`config.mk`:
```
export PLATFORM = sky130hd
export DESIGN_NAME = pptb_top
export DESIGN_NICKNAME = d
export VERILOG_FILES = /design/src/pptb_pkg.sv /design/src/pptb_top.sv /design/src/pptb_postscale.sv
export SDC_FILE = /design/constraint.sdc
export NUM_CORES = 1
export LEC_CHECK = 0
export BUFFER_PORTS_ARGS = -buffer_cell sky130_fd_sc_hd__buf_2
export CAP_MARGIN = 20
export CORE_UTILIZATION = 50
export CTS_CLUSTER_SIZE = 28
export DETAILED_ROUTE_END_ITERATION = 7
export PLACE_DENSITY = 0.77
export SYNTH_ARGS = -nofsm -noshare
export SYNTH_HDL_FRONTEND = slang
export SYNTH_SLANG_ARGS = --single-unit
```
`constraint.sdc`:
```
create_clock -name sys_clk_in -period 2.05 [get_ports sys_clk_in]
set_input_delay 0.3075 -clock sys_clk_in [delete_from_list [all_inputs] [get_ports sys_clk_in]]
set_output_delay 0.3075 -clock sys_clk_in [all_outputs]
set_load 0.01 [all_outputs]
```
`src/pptb_pkg.sv`:
```
package pptb_pkg;

  // ----------------------------------------------------------------
  // Register byte offsets on the APB
  // ----------------------------------------------------------------
  localparam logic [7:0] OFS_TBC   = 8'h00; // Time base control
  localparam logic [7:0] OFS_PER   = 8'h04; // Primary period
  localparam logic [7:0] OFS_SEC   = 8'h08; // Special event compare
  localparam logic [7:0] OFS_MDC   = 8'h0C; // Master duty cycle
  localparam logic [7:0] OFS_GEN0  = 8'h10; // Generator 0 control
  localparam logic [7:0] OFS_CNT   = 8'h20; // Primary counter, read only
  localparam int         GEN_STEP  = 4;     // Bytes between generators
  localparam int         NUM_GEN   = 4;     // Generators in the module

  // ----------------------------------------------------------------
  // Time base control field positions
  // ----------------------------------------------------------------
  localparam int TBC_ON   = 15; // Module enable
  localparam int TBC_IDL  = 13; // Halt in idle
  localparam int TBC_SEP  = 12; // Special event pending
  localparam int TBC_SEE  = 11; // Special event interrupt enable
  localparam int TBC_PUN  = 10; // Immediate period update
  localparam int TBC_SPOL = 9;  // Sync input inverted
  localparam int TBC_SOE  = 8;  // Sync output enable
  localparam int TBC_SEN  = 7;  // External sync enable
  localparam int TBC_SRC  = 4;  // Sync source select, 3 bits
  localparam int TBC_PS   = 0;  // Postscale, 4 bits

  // ----------------------------------------------------------------
  // Generator control field positions
  // ----------------------------------------------------------------
  localparam int GC_FST  = 15; // Fault pending
  localparam int GC_CST  = 14; // Current-limit pending
  localparam int GC_TST  = 13; // Trigger pending
  localparam int GC_FEN  = 12; // Fault interrupt enable
  localparam int GC_CEN  = 11; // Current-limit interrupt enable
  localparam int GC_TEN  = 10; // Trigger interrupt enable
  localparam int GC_OPS  = 9;  // Own period select
  localparam int GC_SDS  = 8;  // Shared duty select
  localparam int GC_DT   = 6;  // Dead-time mode, 2 bits
  localparam int GC_XR   = 1;  // External counter restart
  localparam int GC_DUN  = 0;  // Immediate duty update

  // ----------------------------------------------------------------
  // Widths, codes and reset values
  // ----------------------------------------------------------------
  localparam int         CMP_LSB   = 3;       // Low unimplemented bits
  localparam logic [2:0] SRC_PIN   = 3'h0;    // Dedicated sync pin
  localparam logic [1:0] DT_RSVD   = 2'h3;    // Reserved dead-time code
  localparam logic [15:0] RST_WORD = 16'h0000; // Reset of every register

  // Generator configuration as it leaves the block
  typedef struct packed {
    logic       fault_irq_en;
    logic       curlimit_irq_en;
    logic       trig_irq_en;
    logic       own_period_sel;
    logic       shared_duty_sel;
    logic [1:0] deadtime_mode;
    logic       ext_counter_restart;
    logic       duty_update_now;
  } pptb_gen_cfg_t;

  // Interrupt events of one generator, one-cycle pulses
  typedef struct packed {
    logic fault;
    logic curlimit;
    logic trig;
  } pptb_gen_evt_t;

endpackage

```
`src/pptb_top.sv`:
```
// Operation
// Enable bit runs or stops whole module; here only the time base stops, generator status and irqs keep running
// Idle halt bit stops time base idle
// Special event pending bit shows pending
// Special event enable gates its request
// Period update immediate or at rollover
// Polarity bit makes sync input active-low
// Sync output enable drives sync output
// External sync enable restarts time base
// Source code 000 selects sync pin
// Postscaler divides triggers by code plus one
// Period holds upper thirteen bits only
// Compare holds upper thirteen bits only
// Master duty is full sixteen bits
// Software keeps master duty in range
// Fault status set pending, cleared disabling
// Current-limit status set, cleared disabling
// Trigger status set, cleared disabling
// Fault enable gates requests, clears status
// Software clears local and controller flags
// Shared duty select picks master duty
// Own period select uses phase period
// Dead-time mode codes positive, negative, off
// Duty update immediate or time-base synced
// Counter counts, restarts after period
// Compare match makes postscaled special event
//
// The APB slave port and the address map were left to the implementer.
`timescale 1ns/10ps
`default_nettype none

module pptb_top (
  input  wire logic                  sys_clk_in,          // 10 MHz clock
  input  wire logic                  sys_rst_in,          // Sync reset
  input  wire logic                  psel_in,             // APB select
  input  wire logic                  penable_in,          // APB enable
  input  wire logic                  pwrite_in,           // APB write
  input  wire logic [7:0]            paddr_in,            // APB address
  input  wire logic [31:0]           pwdata_in,           // APB wdata
  output var  logic [31:0]           prdata_out,          // APB rdata
  output var  logic                  pready_out,          // APB ready
  output var  logic                  pslverr_out,         // APB error
  input  wire logic                  cpu_idle_in,         // CPU in idle
  input  wire logic                  sync_input_pin_in,   // Sync pin
  input  wire pptb_pkg::pptb_gen_evt_t [3:0] gen_evt_in,  // Gen events
  output var  logic                  sync_output_pin_out, // Sync out
  output var  logic                  special_evt_trig_out,// Trigger
  output var  logic                  special_evt_irq_out, // Irq request
  output var  logic [3:0]            gen_irq_out,         // Gen irqs
  output var  logic [15:0]           primary_counter_out, // Time base
  output var  logic [15:0]           master_duty_out,     // Master duty
  output var  logic [15:0]           active_period_out,   // Period
  output var  pptb_pkg::pptb_gen_cfg_t [3:0] gen_cfg_out  // Gen config
);

  // ----------------------------------------------------------------
  // APB decode
  // ----------------------------------------------------------------
  logic        pready_q;   // Ready, one wait state
  logic        acc_go;     // Access completes this edge
  logic        wr_go;      // Write takes effect this edge
  logic        sel_tbc;    // Address hits time base control
  logic        sel_per;    // Address hits period
  logic        sel_sec;    // Address hits compare
  logic        sel_mdc;    // Address hits master duty
  logic        sel_cnt;    // Address hits counter
  logic [3:0]  sel_gen;    // Address hits generator control
  logic        mapped;     // Any register hit
  logic [15:0] wd;         // Low half of write data

  assign acc_go  = psel_in && penable_in && pready_q;
  assign wr_go   = acc_go && pwrite_in;
  assign wd      = pwdata_in[15:0];
  assign sel_tbc = (paddr_in == pptb_pkg::OFS_TBC);
  assign sel_per = (paddr_in == pptb_pkg::OFS_PER);
  assign sel_sec = (paddr_in == pptb_pkg::OFS_SEC);
  assign sel_mdc = (paddr_in == pptb_pkg::OFS_MDC);
  assign sel_cnt = (paddr_in == pptb_pkg::OFS_CNT);
  assign mapped  = sel_tbc | sel_per | sel_sec | sel_mdc | sel_cnt
                 | (|sel_gen);

  // ----------------------------------------------------------------
  // Registers
  // ----------------------------------------------------------------
  logic [15:0] tbc_q;      // Time base control, pending bit apart
  logic        sep_q;      // Special event pending
  localparam int CMP_LSB_W = pptb_pkg::CMP_LSB; // Local alias
  logic [15:CMP_LSB_W] per_q; // Written period
  logic [15:CMP_LSB_W] act_q; // Active period
  logic [15:CMP_LSB_W] sec_q; // Special event compare
  logic [15:0] mdc_q;      // Master duty
  logic [15:0] cnt_q;      // Primary counter

  // Control fields pulled out of the time base control word
  logic       module_on;             // Module enabled
  logic       idle_halt_sel;         // Halt during idle
  logic       special_evt_irq_en;    // Special event irq enable
  logic       period_update_now;     // Immediate period update
  logic       sync_in_invert;        // Sync input active-low
  logic       sync_out_en;           // Sync output enable
  logic       ext_sync_en;           // External sync enable
  logic [2:0] sync_source_sel;       // Sync source
  logic [3:0] special_evt_postscale; // Postscale ratio code

  assign module_on             = tbc_q[pptb_pkg::TBC_ON];
  assign idle_halt_sel         = tbc_q[pptb_pkg::TBC_IDL];
  assign special_evt_irq_en    = tbc_q[pptb_pkg::TBC_SEE];
  assign period_update_now     = tbc_q[pptb_pkg::TBC_PUN];
  assign sync_in_invert        = tbc_q[pptb_pkg::TBC_SPOL];
  assign sync_out_en           = tbc_q[pptb_pkg::TBC_SOE];
  assign ext_sync_en           = tbc_q[pptb_pkg::TBC_SEN];
  assign sync_source_sel       = tbc_q[pptb_pkg::TBC_SRC +: 3];
  assign special_evt_postscale = tbc_q[pptb_pkg::TBC_PS +: 4];

  // Bits software may store in time base control
  localparam logic [15:0] TBC_WMASK = 16'hAFFF;

  // ----------------------------------------------------------------
  // Sync input synchroniser and edge detect
  // ----------------------------------------------------------------
  logic sync_m_q;   // First stage, read only by second
  logic sync_s_q;   // Second stage
  logic sync_d_q;   // Delayed copy for edge detect
  logic sync_lvl;   // Polarity-corrected level
  logic sync_lvl_d; // Polarity-corrected delayed level
  logic ext_rst;    // External restart of the time base

  // Pin is asynchronous, so two flops before any logic reads it
  always_ff @(posedge sys_clk_in) begin
    if (sys_rst_in) begin
      sync_m_q <= 1'b0;
      sync_s_q <= 1'b0;
      sync_d_q <= 1'b0;
    end else begin
      sync_m_q <= sync_input_pin_in;
      sync_s_q <= sync_m_q;
      sync_d_q <= sync_s_q;
    end
  end

  assign sync_lvl   = sync_s_q ^ sync_in_invert;
  assign sync_lvl_d = sync_d_q ^ sync_in_invert;
  // Reserved source codes select nothing, so they never restart
  assign ext_rst    = module_on && ext_sync_en
                    && (sync_source_sel == pptb_pkg::SRC_PIN)
                    && sync_lvl && !sync_lvl_d;

  // ----------------------------------------------------------------
  // Primary time base
  // ----------------------------------------------------------------
  logic        run;      // Counter advances this cycle
  logic        roll;     // Counter wraps this cycle
  logic [15:0] act_full; // Active period, low bits zero
  logic [15:0] sec_full; // Compare value, low bits zero
  logic        sev_hit;  // Compare match
  logic        sev_trig; // Postscaled special event

  assign run      = module_on
                  && !(cpu_idle_in && idle_halt_sel);
  assign act_full = {act_q, {CMP_LSB_W{1'b0}}};
  assign sec_full = {sec_q, {CMP_LSB_W{1'b0}}};
  assign roll     = run && (cnt_q >= act_full);
  assign sev_hit  = run && (cnt_q == sec_full);

  // Counter clears when the module is off so it restarts clean
  always_ff @(posedge sys_clk_in) begin
    if (sys_rst_in || !module_on) begin
      cnt_q <= pptb_pkg::RST_WORD;
    end else if (ext_rst || roll) begin
      cnt_q <= pptb_pkg::RST_WORD;
    end else if (run) begin
      cnt_q <= cnt_q + 16'h0001;
    end
  end

  // Postscaler restarts whenever the module is off
  pptb_postscale u_post (
    .sys_clk_in (sys_clk_in),
    .sys_rst_in (sys_rst_in),
    .clear_in   (!module_on),
    .evt_in     (sev_hit),
    .ratio_in   (special_evt_postscale),
    .trig_out   (sev_trig)
  );

  // ----------------------------------------------------------------
  // Time base control, period, compare and master duty registers
  // ----------------------------------------------------------------
  logic sep_clr; // Software writes a zero to the pending bit

  assign sep_clr = wr_go && sel_tbc && !wd[pptb_pkg::TBC_SEP];

  // Software writes only; pending flag kept in its own flop
  always_ff @(posedge sys_clk_in) begin
    if (sys_rst_in) begin
      tbc_q <= pptb_pkg::RST_WORD;
    end else if (wr_go && sel_tbc) begin
      tbc_q <= wd & TBC_WMASK;
    end
  end

  // A trigger in the clearing cycle wins over the clear
  always_ff @(posedge sys_clk_in) begin
    if (sys_rst_in) begin
      sep_q <= 1'b0;
    end else begin
      sep_q <= (sep_q && !sep_clr) || sev_trig;
    end
  end

  // Period: immediate copy, or held until the next wrap; copied every cycle while the module is off
  always_ff @(posedge sys_clk_in) begin
    if (sys_rst_in) begin
      per_q <= '0;
      act_q <= '0;
    end else begin
      if (wr_go && sel_per) begin
        per_q <= wd[15:CMP_LSB_W];
      end
      if (wr_go && sel_per && period_update_now) begin
        act_q <= wd[15:CMP_LSB_W];
      end else if (roll || !module_on) begin
        act_q <= per_q;
      end
    end
  end

  // Compare and master duty are plain storage
  always_ff @(posedge sys_clk_in) begin
    if (sys_rst_in) begin
      sec_q <= '0;
      mdc_q <= pptb_pkg::RST_WORD;
    end else begin
      if (wr_go && sel_sec) begin
        sec_q <= wd[15:CMP_LSB_W];
      end
      if (wr_go && sel_mdc) begin
        mdc_q <= wd;
      end
    end
  end

  // ----------------------------------------------------------------
  // Per-generator control and interrupt status
  // ----------------------------------------------------------------
  logic [15:0] gen_rd [pptb_pkg::NUM_GEN]; // Read view per generator
  logic [2:0]  gstat_q [pptb_pkg::NUM_GEN]; // Fault, limit, trigger
  pptb_pkg::pptb_gen_cfg_t gcfg_q [pptb_pkg::NUM_GEN]; // Config
  logic [3:0]  girq;                       // Per-generator request

  genvar g;
  generate
    for (g = 0; g < pptb_pkg::NUM_GEN; g++) begin : g_gen
      logic       wr_me;  // Write to this generator
      logic [2:0] en_q;   // Current enables
      logic [2:0] en_d;   // Enables after this cycle
      logic [2:0] evt;    // Event pulses

      assign sel_gen[g] = (paddr_in == 8'(int'(pptb_pkg::OFS_GEN0)
                          + g * pptb_pkg::GEN_STEP));
      assign wr_me = wr_go && sel_gen[g];
      assign en_q  = {gcfg_q[g].fault_irq_en, gcfg_q[g].curlimit_irq_en,
                      gcfg_q[g].trig_irq_en};
      assign en_d  = wr_me ? wd[pptb_pkg::GC_TEN +: 3] : en_q;
      assign evt   = {gen_evt_in[g].fault, gen_evt_in[g].curlimit,
                      gen_evt_in[g].trig};
      assign girq[g] = |(gstat_q[g] & en_q);

      // Status sets only while enabled; a zero enable clears it,
      // but an event in that same cycle still lands
      always_ff @(posedge sys_clk_in) begin
        if (sys_rst_in) begin
          gstat_q[g] <= 3'h0;
        end else begin
          gstat_q[g] <= (gstat_q[g] & en_d) | (evt & en_q);
        end
      end

      // Reserved dead-time code is kept off the output stage
      always_ff @(posedge sys_clk_in) begin
        if (sys_rst_in) begin
          gcfg_q[g] <= '0;
        end else if (wr_me) begin
          gcfg_q[g].fault_irq_en        <= wd[pptb_pkg::GC_FEN];
          gcfg_q[g].curlimit_irq_en     <= wd[pptb_pkg::GC_CEN];
          gcfg_q[g].trig_irq_en         <= wd[pptb_pkg::GC_TEN];
          gcfg_q[g].own_period_sel      <= wd[pptb_pkg::GC_OPS];
          gcfg_q[g].shared_duty_sel     <= wd[pptb_pkg::GC_SDS];
          if (wd[pptb_pkg::GC_DT +: 2] != pptb_pkg::DT_RSVD) begin
            gcfg_q[g].deadtime_mode     <= wd[pptb_pkg::GC_DT +: 2];
          end
          gcfg_q[g].ext_counter_restart <= wd[pptb_pkg::GC_XR];
          gcfg_q[g].duty_update_now     <= wd[pptb_pkg::GC_DUN];
        end
      end

      // Unimplemented bits read as zero
      always_comb begin
        gen_rd[g] = 16'h0000;
        gen_rd[g][pptb_pkg::GC_FST:pptb_pkg::GC_TST] = gstat_q[g];
        gen_rd[g][pptb_pkg::GC_TEN +: 3] = en_q;
        gen_rd[g][pptb_pkg::GC_OPS] = gcfg_q[g].own_period_sel;
        gen_rd[g][pptb_pkg::GC_SDS] = gcfg_q[g].shared_duty_sel;
        gen_rd[g][pptb_pkg::GC_DT +: 2] = gcfg_q[g].deadtime_mode;
        gen_rd[g][pptb_pkg::GC_XR] = gcfg_q[g].ext_counter_restart;
        gen_rd[g][pptb_pkg::GC_DUN] = gcfg_q[g].duty_update_now;
      end
    end
  endgenerate

  // ----------------------------------------------------------------
  // Read mux
  // ----------------------------------------------------------------
  logic [15:0] tbc_rd; // Time base control with pending bit
  logic [15:0] rd_mux; // Selected read word

  always_comb begin
    tbc_rd = tbc_q;
    tbc_rd[pptb_pkg::TBC_SEP] = sep_q;
    rd_mux = 16'h0000;
    if (sel_tbc) rd_mux = tbc_rd;
    if (sel_per) rd_mux = {per_q, {CMP_LSB_W{1'b0}}};
    if (sel_sec) rd_mux = sec_full;
    if (sel_mdc) rd_mux = mdc_q;
    if (sel_cnt) rd_mux = cnt_q;
    for (int i = 0; i < pptb_pkg::NUM_GEN; i++) begin
      if (sel_gen[i]) rd_mux = gen_rd[i];
    end
  end

  // ----------------------------------------------------------------
  // APB answer: ready rises one cycle into the access phase
  // ----------------------------------------------------------------
  always_ff @(posedge sys_clk_in) begin
    if (sys_rst_in) begin
      pready_q    <= 1'b0;
      prdata_out  <= 32'h0000_0000;
      pslverr_out <= 1'b0;
    end else begin
      pready_q    <= psel_in && penable_in && !pready_q;
      pslverr_out <= psel_in && penable_in && !pready_q && !mapped;
      if (psel_in && penable_in && !pready_q && !pwrite_in) begin
        prdata_out <= {16'h0000, rd_mux};
      end
    end
  end

  assign pready_out = pready_q;

  // ----------------------------------------------------------------
  // Registered outputs
  // ----------------------------------------------------------------
  always_ff @(posedge sys_clk_in) begin
    if (sys_rst_in) begin
      sync_output_pin_out  <= 1'b0;
      special_evt_trig_out <= 1'b0;
      special_evt_irq_out  <= 1'b0;
      gen_irq_out          <= 4'h0;
      primary_counter_out  <= pptb_pkg::RST_WORD;
      master_duty_out      <= pptb_pkg::RST_WORD;
      active_period_out    <= pptb_pkg::RST_WORD;
    end else begin
      sync_output_pin_out  <= roll && sync_out_en;
      special_evt_trig_out <= sev_trig;
      special_evt_irq_out  <= sep_q && special_evt_irq_en;
      gen_irq_out          <= girq;
      primary_counter_out  <= cnt_q;
      master_duty_out      <= mdc_q;
      active_period_out    <= act_full;
    end
  end

  always_ff @(posedge sys_clk_in) begin
    if (sys_rst_in) begin
      gen_cfg_out <= '0;
    end else begin
      for (int i = 0; i < pptb_pkg::NUM_GEN; i++) begin
        gen_cfg_out[i] <= gcfg_q[i];
      end
    end
  end

endmodule // pptb_top

`default_nettype wire

```
`src/pptb_postscale.sv`:
```
`timescale 1ns/10ps
`default_nettype none

module pptb_postscale (
  input  wire logic       sys_clk_in,   // System clock
  input  wire logic       sys_rst_in,   // Synchronous reset, high
  input  wire logic       clear_in,     // Restart the count
  input  wire logic       evt_in,       // Compare match pulse
  input  wire logic [3:0] ratio_in,     // Divide by ratio plus one
  output var  logic       trig_out      // Postscaled trigger pulse
);

  // ----------------------------------------------------------------
  // Event counter
  // ----------------------------------------------------------------
  logic [3:0] count_q;  // Events seen since last trigger
  logic       hit;      // This event completes the ratio

  assign hit = evt_in && (count_q >= ratio_in);

  // Count matches; a smaller ratio written mid-count takes effect
  // at once rather than waiting for a wrap of the old count
  always_ff @(posedge sys_clk_in) begin
    if (sys_rst_in || clear_in) begin
      count_q  <= 4'h0;
      trig_out <= 1'b0;
    end else begin
      trig_out <= hit;
      if (hit) begin
        count_q <= 4'h0;
      end else if (evt_in) begin
        count_q <= count_q + 4'h1;
      end
    end
  end

endmodule // pptb_postscale

`default_nettype wire

```
==> results of run 1 <==
==> area by class of cell <==
class | instances | area (um^2) | area share
repair buffers | 257 | 1670 | 0.128
clock buffers | 31 | 711 | 0.0545
well taps | 270 | 338 | 0.0259
flip-flops and latches | 248 | 5340 | 0.409
multi-input cells | 788 | 4680 | 0.359
clock inverters | 17 | 210 | 0.0161
inverters | 25 | 93.8 | 0.00719
==> state kept, by name, indices dropped and copies added (netlist names), 14 cells and up <==
name and cells:
gcfg_q 36, gen_cfg_out 36, cnt_q 16, master_duty_out 16
mdc_q 16, prdata_out 16, primary_counter_out 16, tbc_q 14
==> kinds of logic (layout without fill, tap and decap cells) <==
group,count (synthesis),after routing,share of synthesized area
other,1,19,0.000365
multiplexers,29,29,0.0295
XOR/XNOR,26,26,0.0222
adder cells (fa/ha/maj),20,20,0.0243
buffers and inverters,109,330,0.0495
flip-flops,248,248,0.518
AO/OA/AOI/OAI,209,209,0.127
AND/OR/NAND/NOR,485,485,0.229
==> timing repair <==
action,4_1_cts,5_1_grt
hold buffers,1,0
cloned,1,0
setup endpoints to repair,14,17
buffers inserted,0,4
gates resized for setup,13,33
pin swaps,9,10
hold endpoints to repair,1,0
==> power by group through the flow <==
stage	Sequential, uW	Combinational (uW)	Clock, uW
floorplan	5160	254	0
global placement	5150	480	0
detailed placement	5150	487	0
CTS	5050	491	5040
global route	5050	531	5240
finish	5050	498	5000
==> synth_stat cells, types with 13 or more instances <==
| library cell | count |
|---|---|
| dfxtp_1 | 212 |
| nand2_1 | 171 |
| nor2_1 | 101 |
| a21oi_1 | 98 |
| nor2b_1 | 70 |
| clkbuf_1 | 44 |
| edfxtp_1 | 36 |
| and2_1 | 31 |
| nand3_1 | 27 |
| inv_1 | 25 |
| nor3_1 | 25 |
| o21ai_0 | 25 |
| buf_4 | 22 |
| ha_1 | 20 |
| mux2i_1 | 19 |
| xor2_1 | 17 |
| buf_2 | 14 |
| nand2b_1 | 13 |
==> per-stage QoR <==
step            util  std cells  total power [uW]
4_1_cts        0.638       1632             10600
5_1_grt        0.647       1636             10800
6_report       0.647       1636             10500
3_3_place_gp   0.589       1582              5630
2_1_floorplan      -       1145              5410
3_5_place_dp   0.589       1582              5640
==> worst max-delay path by stage <==
stage          slack [ps]              startpoint                          end
6_report               20   act_q[4]$_SDFFE_PP0P_        act_q[3]$_SDFFE_PP0P_
5_1_grt               -90  act_q[15]$_SDFFE_PP0P_        act_q[3]$_SDFFE_PP0P_
4_1_cts               0.1   cnt_q[3]$_SDFFE_PP0P_        act_q[3]$_SDFFE_PP0P_
3_5_place_dp         -120             paddr_in[1]   gcfg_q[2][0]$_SDFFCE_PN0P_
3_3_place_gp          -50             paddr_in[4]  prdata_out[14]$_SDFFE_PP0P_
2_1_floorplan          40   cnt_q[3]$_SDFFE_PP0P_        act_q[3]$_SDFFE_PP0P_
==> routing by layer <==
metal | wire, um | track usage | share of wire
met3 | 3020 | 0.0545 | 0.099
met5 | 12 | 0 | 0.00039
met1 | 12800 | 0.388 | 0.42
met2 | 13500 | 0.427 | 0.44
met4 | 1150 | 0.117 | 0.038
==> worst max-delay path, delay by kind of cell (launching register included) <==
family          cells  cell delay [ps]
compound gates      4              780
flops               1              320
simple gates        3              400
buf+inv             2              240
fa+ha+maj           1              200
==> impl_metrics.csv, run 1 <==
group,metric,value,unit
die,core_area,20200,um^2
worst_setup_path,crit_path_top_delay_cell,"a311o_1",
sta,maxSlewViolCount,0,
placed_design,dpl_cell_area,11900,um^2
die,die_w,145,um
clock_network,clock-sinks,248,
power,ir_worst_vdd,0.000597,V
yosys,synth_cell_types,58,
global_route,antenna_found_initial,1,
yosys,synth-edff-count,36,
power,pwr-share-seq,0.479,
power,p_sw,2360,uW
yosys,ys_ff_latch,248,
outcome,outcome,"complete, no violations",
yosys,synthTopCellsByArea,"dfxtp_1, edfxtp_1, nand2_1",
die,std_cell_rows,52,
sta,setup_viol,0,
finish,final_common_cell,"dfxtp_1",
finish,fillCellCount,1613,
yosys,synth-main-ff-cell,"dfxtp_1",
yosys,synthCells,1127,
global_route,grt_pass1_vias,8399,
die,start_util,0.510,
sta,timing.fmax,0.492,GHz
worst_setup_path,rr_endpoint,"act_q[3]$_SDFFE_PP0P_",
route,first_pass_iters,7,
power,clockPowerShare,0.474,
route,wirelength,30500,um
clock_network,path_clk_slew,60,ps
sta,finalWorstSetupSlack,19.4,ps
yosys,yosysWarnings,0,
sta,min_period_over_period,0.991,
worst_hold_path,holdCritPathClass,"input port to flop",
sta,worst_pin_slew,487,ps
power,p_sw_frac,0.224,
worst_hold_path,min_path_cells,3,
global_route,grt_pass1_wl,46100,um
placed_design,hpwl,22000,um
worst_setup_path,criticalPathCategory,"flop to flop",
worst_hold_path,hp-start,"gen_evt_in[6]",
yosys,ys_seq_area_frac,0.518,
worst_setup_path,r2r_slack,20,ps
sta,finClkSkew,13.4,ps
finish,antenna_cells,0,
worst_hold_path,min_to,"gstat_q[2][0]$_SDFF_PP0_",
placed_design,place_congestion,0.960,
yosys,avgSynthCellArea,9.12,um^2
route,via_per_inst,5.55,
die,dieArea,21100,um^2
yosys,synthArstFlopShare,0,
global_route,grt_max_degree,63,
placed_design,post-place-ws,-117,ps
worst_setup_path,arrival,2480,ps
route,routedWlPerCell,18.6,um
sta,hold_viol,0,
worst_setup_path,setup.worst_path.start_class,"flop",
yosys,yosysTopAreaCell,"dfxtp_1",
sta,slew_headroom,0.672,
worst_setup_path,critPathRequiredTime,2500,ps
route,vias,9082,
sta,tns,0,ps
worst_setup_path,timing.rr.start,"act_q[4]$_SDFFE_PP0P_",
power,cellLeakagePower,0.00542,uW
power,p_int,8190,uW
global_route,grtUsageTotal,0.279,
power,power_density,809,nW/um^2
worst_setup_path,crit_path_end_kind,"flop",
die,ioPinCount,184,
clock_network,clockRootBuffer,"clkbuf_16",
clock_network,clk_latency,530,ps
power,p_comb_frac,0.047,
yosys,synth_area,10300,um^2
worst_setup_path,critPathMaxStageDelay,360,ps
worst_setup_path,crit_chain,"inv_2 > ha_4 > o21ai_2 > nand2b_1 > a311o_1 > a21oi_4 > o21ai_4 > buf_12 > and3_1 > nor3_2",
die,die_h,145,um
worst_setup_path,r2r_cells,10,
route,drc_errors,0,
clock_network,numCtsBuffers,26,
finish,drive_gt1_frac,0.269,
finish,finalInstanceArea,13000,um^2
clock_network,cts_tree,"built",
sta,rsz0062_at_grt,"true",
sta,worst_hold_slack,35.6,ps
worst_setup_path,crit_fanout,7,
finish,final_cell_mix,"dfxtp_1, nand2_1, buf_2, nor2_1, buf_4",
clock_network,htree_levels,1,
finish,nets,1425,
flow_run,cap_violations,0,
route,drt_iter0_markers,1154,
global_route,grt_overflow_total,0,
clock_network,clk_path_buf_depth,3,
placed_design,io_buffers,148,
sta,min_period,2030,ps
yosys,yosysTopAreaCellShare,0.413,
route,antenna_left,0,
finish,area_delta_synth_final,26.9,%
No activity file was read; power rests on OpenSTA's default activity.
==> run 2, diff against run 1 <==
HOLD_SLACK_MARGIN = 0.05   (was unset)
==> run 2 against run 1 <==
  * The flow now finishes with violations (DRC)
  * Register-to-register slack is essentially flat
  * Setup slack lost 3.2 ps
  * Clock power is essentially flat
  * Wire length grew 1.1%
  * Global-route usage grew 0.12 points
  * Critical path depth is the same
  * Worst hold slack gained 24 ps
  * Design area grew 0.33%
  * Combinational power grew 1%
  * First-iteration DRC count shrank 1.1%
  * Utilization grew 0.21 points
  * Largest cell class unchanged
==> impl_metrics.csv, run 2 (synthesis results as in run 1) <==
group,metric,value,unit
route,drc_errors,4,
placed_design,post-place-ws,-117,ps
sta,min_period,2030,ps
finish,multi_input_area,4680,um^2
finish,fin_util,0.649,
worst_setup_path,critPathRequiredTime,2500,ps
outcome,outcome,"finished with violations",
power,p_sw_frac,0.225,
power,ir_worst_vdd,0.000602,V
sta,min_period_over_period,0.992,
die,std_cell_rows,52,
flow_run,cap_violations,0,
global_route,grt_overflow_total,0,
power,pwr-share-seq,0.478,
sta,finClkSkew,12.9,ps
die,dieArea,21100,um^2
worst_setup_path,crit_path_end_kind,"flop",
die,ioPinCount,184,
clock_network,htree_levels,1,
clock_network,clk_path_buf_depth,3,
finish,fillCellCount,1606,
finish,final_cells,1641,
clock_network,clk_latency,530,ps
power,p_comb_frac,0.048,
power,cellLeakagePower,0.00543,uW
sta,hold_viol,0,
die,die_w,145,um
die,core_area,20200,um^2
route,via_per_inst,5.57,
placed_design,dpl.cell_count,1582,
finish,final_common_cell,"dfxtp_1",
global_route,grt_pass1_vias,8410,
global_route,grt_max_degree,63,
sta,timing.fmax,0.492,GHz
power,power_density,807,nW/um^2
power,p_int,8190,uW
route,vias,9147,
power,totalPowerFinal,10600,uW
die,start_util,0.510,
clock_network,numCtsBuffers,26,
worst_setup_path,crit_fanout,7,
worst_setup_path,criticalPathCategory,"flop to flop",
route,wirelength,30800,um
outcome,violations,"DRC",
route,antenna_left,0,
worst_setup_path,setup.worst_path.start_class,"flop",
worst_hold_path,holdCritPathClass,"input port to flop",
sta,rsz0062_at_grt,"true",
finish,nets,1429,
placed_design,hpwl,22000,um
finish,final_cell_mix,"dfxtp_1, nand2_1, buf_2, nor2_1, buf_4",
global_route,antenna_found_initial,0,
die,die_h,145,um
clock_network,cts_tree,"built",
worst_setup_path,arrival,2480,ps
sta,setup_viol,0,
finish,area_delta_synth_final,27.3,%
power,clockPowerShare,0.474,
route,routedWlPerCell,18.8,um
finish,seqCellArea,5340,um^2
finish,drive_gt1_frac,0.268,
placed_design,io_buffers,148,
finish,top_regs,"gcfg_q (36), gen_cfg_out (36)",
sta,tns,0,ps
clock_network,clock-sinks,248,
route,drt_iter0_markers,1141,
sta,maxSlewViolCount,0,
route,first_pass_iters,8,
global_route,grt_pass1_wl,46200,um
global_route,grtUsageTotal,0.281,
placed_design,place_congestion,0.960,
power,p_sw,2370,uW
clock_network,path_clk_slew,70,ps
clock_network,clockRootBuffer,"clkbuf_16",
sta,finalWorstSetupSlack,16.1,ps
run 2: cell types whose count changed in the layout (fill, tap and decap cells not counted), sizes merged:
cell | previous run | this run
diode | 0 | 1
dlygate4sd3 | 1 | 5
run 2: what timing repair did:
| item | CTS | global route |
|---|---|---|
| gates cloned | 1 | 0 |
| endpoints found under the hold margin | 5 | 0 |
| setup endpoints to repair | 14 | 17 |
| hold buffers | 5 | 0 |
| pin swaps | 9 | 10 |
| buffers inserted | 0 | 4 |
| gates resized for setup | 13 | 33 |
run 2: power by group through the flow:
stage	logic (uW)	registers (uW)	clock network (uW)
floorplan	254	5160	0
global placement	480	5150	0
detailed placement	487	5150	0
CTS	498	5050	5040
global route	538	5050	5240
finish	505	5050	5010
run 2: metal layers:
| metal | wire [um] | vias to the layer above | GRT usage |
|---|---|---|---|
| li1 | - | 4267 | - |
| met1 | 13000 | 4309 | 0.394 |
| met2 | 13700 | 487 | 0.428 |
| met3 | 2930 | 84 | 0.0492 |
| met4 | 1160 | 0 | 0.116 |
| met5 | 0 | - | 0 |
run 2: area by class of cell:
| type | count | share of cell area |
|---|---|---|
| Clock inverter | 17 | 0.0161 |
| Tap cell | 270 | 0.0258 |
| Clock buffer | 31 | 0.0543 |
| Multi-Input combinational cell | 788 | 0.357 |
| Sequential cell | 248 | 0.408 |
| Inverter | 25 | 0.00717 |
| Timing Repair Buffer | 261 | 0.131 |
| Antenna cell | 1 | 0.000191 |
run 2: final timing paths:
path | end | from | cells past startpoint | slack, ps
setup / recovery | act_q[3]$_SDFFE_PP0P_ | act_q[4]$_SDFFE_PP0P_ | 10 | 20
setup reg to reg | act_q[3]$_SDFFE_PP0P_ | act_q[4]$_SDFFE_PP0P_ | 10 | 20
hold / removal | gstat_q[0][0]$_SDFF_PP0_ | gen_evt_in[0] | 3 | 60
hold reg to reg | sync_s_q$_SDFF_PP0_ | sync_m_q$_SDFF_PP0_ | 1 | 440
run 2: per-stage QoR:
stage	hold WS, ps	area [um^2]
3_5_place_dp	430	11900
3_3_place_gp	427	11900
2_1_floorplan	414	10400
6_report	59.9	13100
5_1_grt	57.6	13100
4_1_cts	54.4	12900
run 2: critical path: stages (launching register included):
cell and delay, ps:
dfxtp_2 320, inv_2 80, ha_4 200, o21ai_2 100
nand2b_1 80, a311o_1 360, a21oi_4 210, o21ai_4 110
buf_12 160, and3_1 200, nor3_2 120
